===== src/serial_dac_pkg.sv =====
package serial_dac_pkg;

  // Frame lengths of the two resolution variants
  localparam int unsigned FRAME_BITS_RES16 = 24;
  localparam int unsigned FRAME_BITS_RES14 = 16;

  // Converter register value after reset: zero scale
  localparam logic [23:0] ZERO_SCALE = 24'h000000;

  // Fastest serial clock the far end may use, in Hz
  localparam int unsigned LINK_CLK_MAX_HZ = 50000000;

  // Own clock rate, in Hz
  localparam int unsigned SYS_CLK_HZ = 40000000;

  // The three serial lines, carried together
  typedef struct packed {
    logic frame_sel_b;
    logic ser_clk;
    logic ser_data;
  } serial_lines_s;

  // Idle level of the lines: frame high, link clock parked high
  localparam serial_lines_s LINES_IDLE = 3'b110;

  // Receive sequencer states
  typedef enum logic [1:0] {
    ST_IDLE = 2'b00,
    ST_SHIFT = 2'b01,
    ST_HOLD = 2'b10
  } frame_state_e;

endpackage : serial_dac_pkg


===== src/serial_dac_input_port.sv =====
`timescale 1ns/1ps
module serial_dac_input_port #(
  parameter int unsigned FRAME_BITS = serial_dac_pkg::FRAME_BITS_RES16
) (
  input wire logic sys_clk_in,
  input wire logic rst_b_in,
  input wire logic frame_sel_b_in,
  input wire logic ser_clk_in,
  input wire logic ser_data_in,
  output logic [FRAME_BITS-1:0] analog_output_out,
  output logic update_out,
  output logic busy_out
);

  localparam int unsigned CNT_W = $clog2(FRAME_BITS + 1);
  localparam logic [CNT_W-1:0] LAST_CNT = CNT_W'(FRAME_BITS - 1);

  // Only the two variant frame lengths are served; refuse others early
  if (FRAME_BITS != serial_dac_pkg::FRAME_BITS_RES16 &&
      FRAME_BITS != serial_dac_pkg::FRAME_BITS_RES14)
  begin : g_bad_frame_bits
    $error("FRAME_BITS must be 16 or 24");
  end

  //////////////////////////////////////////////////////////////////////////////
  // Pin synchronisers

  serial_dac_pkg::serial_lines_s pins_w;
  serial_dac_pkg::serial_lines_s meta_q;
  serial_dac_pkg::serial_lines_s sync_q;
  serial_dac_pkg::serial_lines_s last_q;

  assign pins_w.frame_sel_b = frame_sel_b_in;
  assign pins_w.ser_clk = ser_clk_in;
  assign pins_w.ser_data = ser_data_in;

  // Two stages, then a third for edge finding; meta_q feeds only sync_q
  always_ff @(posedge sys_clk_in or negedge rst_b_in)
  begin
    if (!rst_b_in)
    begin
      meta_q <= serial_dac_pkg::LINES_IDLE;
      sync_q <= serial_dac_pkg::LINES_IDLE;
      last_q <= serial_dac_pkg::LINES_IDLE;
    end
    else
    begin
      meta_q <= pins_w;
      sync_q <= meta_q;
      last_q <= sync_q;
    end
  end

  //////////////////////////////////////////////////////////////////////////////
  // Edge decode

  // Sampling at 40 MHz cannot follow a 50 MHz link; the bench runs slower
  wire sclk_fall_w = last_q.ser_clk & ~sync_q.ser_clk;
  wire frame_fall_w = last_q.frame_sel_b & ~sync_q.frame_sel_b;
  wire frame_rise_w = ~last_q.frame_sel_b & sync_q.frame_sel_b;
  wire frame_low_w = ~sync_q.frame_sel_b;

  //////////////////////////////////////////////////////////////////////////////
  // Sequencer

  serial_dac_pkg::frame_state_e state_q;
  serial_dac_pkg::frame_state_e state_d;
  logic [CNT_W-1:0] bit_cnt_q;
  logic [FRAME_BITS-1:0] shift_q;
  logic [FRAME_BITS-1:0] word_q;
  logic update_q;
  logic written_q;

  wire in_shift_w = (state_q == serial_dac_pkg::ST_SHIFT);
  wire take_bit_w = in_shift_w & sclk_fall_w & frame_low_w;
  wire last_bit_w = take_bit_w & (bit_cnt_q == LAST_CNT);
  // Early rise: no final edge taken yet, so the frame is dropped
  wire abort_w = in_shift_w & frame_rise_w & ~last_bit_w;
  // Shift left so the first bit reaches the top position
  wire [FRAME_BITS-1:0] shift_next_w =
    {shift_q[FRAME_BITS-2:0], sync_q.ser_data};

  // Next state
  always_comb
  begin
    state_d = state_q;
    case (state_q)
      serial_dac_pkg::ST_IDLE:
        if (frame_fall_w)
        begin
          state_d = serial_dac_pkg::ST_SHIFT;
        end
      serial_dac_pkg::ST_SHIFT:
        if (last_bit_w)
        begin
          state_d = serial_dac_pkg::ST_HOLD;
        end
        else if (abort_w)
        begin
          state_d = serial_dac_pkg::ST_IDLE;
        end
      serial_dac_pkg::ST_HOLD:
        if (frame_rise_w)
        begin
          state_d = serial_dac_pkg::ST_IDLE;
        end
      default:
        state_d = serial_dac_pkg::ST_IDLE;
    endcase
  end

  // State, bit count and shift register
  always_ff @(posedge sys_clk_in or negedge rst_b_in)
  begin
    if (!rst_b_in)
    begin
      state_q <= serial_dac_pkg::ST_IDLE;
      bit_cnt_q <= '0;
      shift_q <= '0;
    end
    else
    begin
      state_q <= state_d;
      if (frame_fall_w)
      begin
        bit_cnt_q <= '0;
      end
      else if (take_bit_w)
      begin
        bit_cnt_q <= bit_cnt_q + CNT_W'(1);
        shift_q <= shift_next_w;
      end
    end
  end

  // Converter register, loaded only by a completed frame
  always_ff @(posedge sys_clk_in or negedge rst_b_in)
  begin
    if (!rst_b_in)
    begin
      word_q <= serial_dac_pkg::ZERO_SCALE[FRAME_BITS-1:0];
      update_q <= 1'b0;
      written_q <= 1'b0;
    end
    else
    begin
      update_q <= last_bit_w;
      if (last_bit_w)
      begin
        word_q <= shift_next_w;
        written_q <= 1'b1;
      end
    end
  end

  assign analog_output_out = word_q;
  assign update_out = update_q;
  assign busy_out = in_shift_w;

  //////////////////////////////////////////////////////////////////////////////
  // Assertions

  property p_bit_taken;
    @(posedge sys_clk_in) disable iff (!rst_b_in)
    take_bit_w |=> shift_q[0] == $past(sync_q.ser_data) &&
      bit_cnt_q == $past(bit_cnt_q) + CNT_W'(1);
  endproperty
  a_bit_taken: assert property (p_bit_taken)
    else $error("Serial bit not shifted on clock fall");

  property p_frame_len;
    @(posedge sys_clk_in) disable iff (!rst_b_in)
    bit_cnt_q <= CNT_W'(FRAME_BITS);
  endproperty
  a_frame_len: assert property (p_frame_len)
    else $error("Bit count ran past the frame length");

  property p_frame_start;
    @(posedge sys_clk_in) disable iff (!rst_b_in)
    (state_q == serial_dac_pkg::ST_IDLE) && frame_fall_w |=>
      in_shift_w && bit_cnt_q == '0;
  endproperty
  a_frame_start: assert property (p_frame_start)
    else $error("Frame select fall did not open a frame");

  property p_load;
    @(posedge sys_clk_in) disable iff (!rst_b_in)
    last_bit_w |=> update_out && analog_output_out == $past(shift_next_w)
      && state_q == serial_dac_pkg::ST_HOLD;
  endproperty
  a_load: assert property (p_load)
    else $error("Completed word not loaded");

  property p_abort;
    @(posedge sys_clk_in) disable iff (!rst_b_in)
    abort_w |=> state_q == serial_dac_pkg::ST_IDLE &&
      $stable(analog_output_out) && !update_out ##1 !update_out;
  endproperty
  a_abort: assert property (p_abort)
    else $error("Aborted frame changed the output");

  property p_zero_scale;
    @(posedge sys_clk_in) disable iff (!rst_b_in)
    !written_q |-> analog_output_out == '0 && !update_out;
  endproperty
  a_zero_scale: assert property (p_zero_scale)
    else $error("Output left zero scale before a full write");

  property p_msb_first;
    @(posedge sys_clk_in) disable iff (!rst_b_in)
    take_bit_w |=>
      shift_q[FRAME_BITS-1:1] == $past(shift_q[FRAME_BITS-2:0]);
  endproperty
  a_msb_first: assert property (p_msb_first)
    else $error("Shift direction wrong");

  property p_update_cause;
    @(posedge sys_clk_in) disable iff (!rst_b_in)
    $changed(analog_output_out) |-> update_out && $past(bit_cnt_q) == LAST_CNT;
  endproperty
  a_update_cause: assert property (p_update_cause)
    else $error("Output changed without a final edge");

endmodule : serial_dac_input_port


===== config.mk =====
export PLATFORM = sky130hd
export DESIGN_NAME = serial_dac_input_port
export DESIGN_NICKNAME = d
export VERILOG_FILES = /design/src/serial_dac_pkg.sv /design/src/serial_dac_input_port.sv
export SDC_FILE = /design/constraint.sdc
export NUM_CORES = 1
export LEC_CHECK = 0
export BUFFER_PORTS_ARGS = -buffer_cell sky130_fd_sc_hd__buf_4
export CAP_MARGIN = 30
export CORE_MARGIN = 2
export CORE_UTILIZATION = 35
export CTS_CLUSTER_SIZE = 8
export DETAILED_ROUTE_END_ITERATION = 12
export MAX_ROUTING_LAYER = met4
export REMOVE_ABC_BUFFERS = 1
export SLEW_MARGIN = 20
export SYNTH_ARGS = -nofsm -noshare
export SYNTH_HDL_FRONTEND = slang
export SYNTH_SLANG_ARGS = --single-unit

===== constraint.sdc =====
create_clock -name sys_clk_in -period 5.1 [get_ports sys_clk_in]
set_input_delay 0.51 -clock sys_clk_in [delete_from_list [all_inputs] [get_ports sys_clk_in]]
set_output_delay 0.51 -clock sys_clk_in [all_outputs]
set_load 0.02 [all_outputs]

==> qor.yml <==
status: "complete, no violations"
post_cts.repair.setup_buffers: 0
worstPathArrival_ns: 2.42
path_cells: "nand4bb_4 > nor3_4 > buf_4 > mux2_2"
yosys-top-cells-count: "sky130_fd_sc_hd__dfrtp_1 (57), sky130_fd_sc_hd__mux2_2 (44), sky130_fd_sc_hd__dfstp_2 (6), sky130_fd_sc_hd__nand2_1 (4), sky130_fd_sc_hd__nand3_1 (4)"
layout-drive-gt1-share_pct: 52.1
slew_viol_final: 0
placedInstanceArea_um2: 2740
cts-buffers-inserted: 9
die_height_um: 87.3
postCtsResizedCells: 0
drtIter0Drc: 43
netlist_top_cells_area: "sky130_fd_sc_hd__dfrtp_1 (59%), sky130_fd_sc_hd__mux2_2 (20%), sky130_fd_sc_hd__dfstp_2 (6.5%)"
antenna_violations_before_repair: 0
endpoint_kind: "flip-flop"
finalCriticalPeriod_ns: 2.20
average_detailed_routed_wire_length_per_instance_um: 13.8
timing.hold.worst.class: "primary input to async pin"
power.switching_fraction_pct: 23.7
pin_count_of_the_biggest_net_entering_global_routing: 64
layout.cell_area.non_filler_um2: 2920
cp_data_required_time_ns: 5.32
synth.most_common_cell: "sky130_fd_sc_hd__dfrtp_1"
multi_input_comb_area_um2: 800
clock_tree_from_tritoncts: "done"
finalHoldViolations: 0
cp_num_buf_inv: 1
globalRouteOverflowTotal: 0
reg2reg_from: "last_q[1]"
synthesis.area_um2: 2430
insertion_delay_ns: 0.34
pin_count: 31
synth_seq_area_share_pct: 65.2
rsz0062_at_grt: "false"
fmax_mhz: 454
timing.critical_path.max_delay_family: "simple AND/OR/NAND/NOR gates"
root_buffer: "sky130_fd_sc_hd__clkbuf_8"
first_global_vias: 1301
area_delta_synth_final_pct: 20.2
core-area_um2: 6760
syn_area_per_cell_um2: 16.0
max-slew-margin-rel_pct: 48.4
maxCapViolCount: 0
ys.flop_type: "sky130_fd_sc_hd__dfrtp_1"
seqCellArea_um2: 1580
port_buffers: 30
floorplan.initialDensity_pct: 35.9
first_pass_iters: 4
route.vias.total: 1315
antenna_cells_inserted: 0
final.fill_count: 629
timing.final.setup_violations: 0
power.ir.vdd_worst_mv: 0.200
layout_worst_path_cycle_share_pct: 43.2
leakagePower_nw: 1.44
post-synth-top-area-cell: "sky130_fd_sc_hd__dfrtp_1"
cp_slowest_stage_delay_ns: 0.63
internal_power_w: 0.000743
routabilityCongestion: 0.723
grt_pass1_wl_um: 6440
pwr-share-clk_pct: 40.4
cp_slowest_cell: "sky130_fd_sc_hd__nor3_4"
clk_pin_slew_ns: 0.07
number_of_vias_per_cell_after_detailed_routing: 4.80
number_of_unique_standard_cell_types_used_by_synthesis: 30
tightestPinTransition_ns: 0.774
synth_seq_cells: 63
cell_count_after_synthesis: 152
power_per_cell_area_nw_per_um2: 333
ys_async_sr_fraction_pct: 100
fin_tns_setup_ns: 0
post-synth-top-area-fraction_pct: 58.7
cts_hold_repair_buffers: 0
clockBufferDepth: 2
finish.net_count: 195
post-dp-hpwl_um: 2400
die_area_um2: 7620
global_routing_usage_summed_across_all_routing_layers_pct: 11.7
clock_tree.htree_level_count: 3
drt.antenna.violating_nets: 0
detail_route.drc_violations: 0
totalWireLength_um: 3770
power.net_switching_w: 0.000230
ys.warnings.count: 0
cts_sinks: 63
timing.setup.critical_path_class: "flip-flop to flip-flop"
setup.worst_path.start: "last_q[1]"
comb_power_share_pct: 4.5
synth-edff-count: 0
die_w_um: 87.3
cp-start-kind: "flip-flop"
fin_worst_skew_ns: 0.00640
num_rows: 30
seqPwrFrac_pct: 55.0
path_max_fanout: 14
[metrics by stage]
| step | hold WS, ns | worst slack, ns | util, % | total power, W | std cells |
|---|---|---|---|---|---|
| floorplan | 0.214 | 2.90 | - | 0.000566 | 146 |
| global placement | 0.337 | 2.92 | 40.3 | 0.000588 | 257 |
| detailed placement | 0.347 | 2.85 | 40.5 | 0.000590 | 258 |
| CTS | 0.260 | 2.83 | 43.2 | 0.000991 | 274 |
| global route | 0.257 | 2.71 | 43.2 | 0.00102 | 274 |
| finish | 0.244 | 2.90 | 43.2 | 0.000973 | 274 |
[metal layers]
metal  up-vias  GRT usage [%]  part of all wire (%)
met2        25           15.3                    45
met5         -              -                     0
met3         5           5.69                   5.7
met1       664           15.0                    48
li1        621              -                     -
met4         0           5.45                   1.1
[sequential cells by signal, summed over array words and instances, names as in the netlist]
name	flops
shift_next_w	1
bit_cnt_q	5
last_q	2
shift_q	23
analog_output_out	24
sync_q	2
state_q	2
meta_q	3
update_out	1
[kinds of logic after synthesis]
logic type / count (synthesis) / synth area share (%)
flip-flops: 63 / 65.2
multiplexers: 47 / 21.8
AND/OR/NAND/NOR: 25 / 7.88
AO/OA/AOI/OAI: 9 / 2.47
buffers and inverters: 7 / 2.11
adder cells (fa/ha/maj): 1 / 0.515
[cells in the final DEF (no fill, tap or decap), types with 2 or more instances in the layout]
master                       Yosys  routed
sky130_fd_sc_hd__dfrtp_1        57      57
sky130_fd_sc_hd__mux2_2         44      44
sky130_fd_sc_hd__buf_4           0      31
sky130_fd_sc_hd__clkbuf_8        0      11
sky130_fd_sc_hd__dfstp_2         6       6
sky130_fd_sc_hd__nand3_1         4       4
sky130_fd_sc_hd__nand2_1         4       4
sky130_fd_sc_hd__nor2b_1         3       3
sky130_fd_sc_hd__mux2_1          3       3
sky130_fd_sc_hd__a21oi_1         3       3
sky130_fd_sc_hd__nand4b_1        2       2
sky130_fd_sc_hd__nor3_4          1       2
sky130_fd_sc_hd__nand2b_1        2       2
sky130_fd_sc_hd__or4_1           2       2
sky130_fd_sc_hd__clkinvlp_4      0       2
[cell type report]
type	instances	area share [%]
inverters	1	0.129
multi-input cells	82	27.4
flip-flops and latches	63	54.3
repair buffers	32	8.49
clock buffers	12	5.32
well taps	80	3.43
clock inverters	4	0.986
[power by group through the flow]
stage	Clock [W]	Sequential, W	Combinational, W
global placement	0	0.000544	0.0000443
global route	0.000434	0.000538	0.0000505
floorplan	0	0.000539	0.0000264
detailed placement	0	0.000544	0.0000453
finish	0.000393	0.000535	0.0000439
CTS	0.000410	0.000535	0.0000454
[path summary, 6_finish.rpt]
kind	slack (ns)	to	depth (start not counted)
setup reg to reg	2.90	analog_output_out[14]	4
hold / removal	0.24	state_q[0]	1
setup / recovery	2.90	analog_output_out[14]	4
min in group sys_clk_in	0.28	meta_q[0]	1
hold reg to reg	0.36	sync_q[1]	0
max in group asynchronous	4.35	analog_output_out[15]	1
Power figures use the tool's default switching activity.
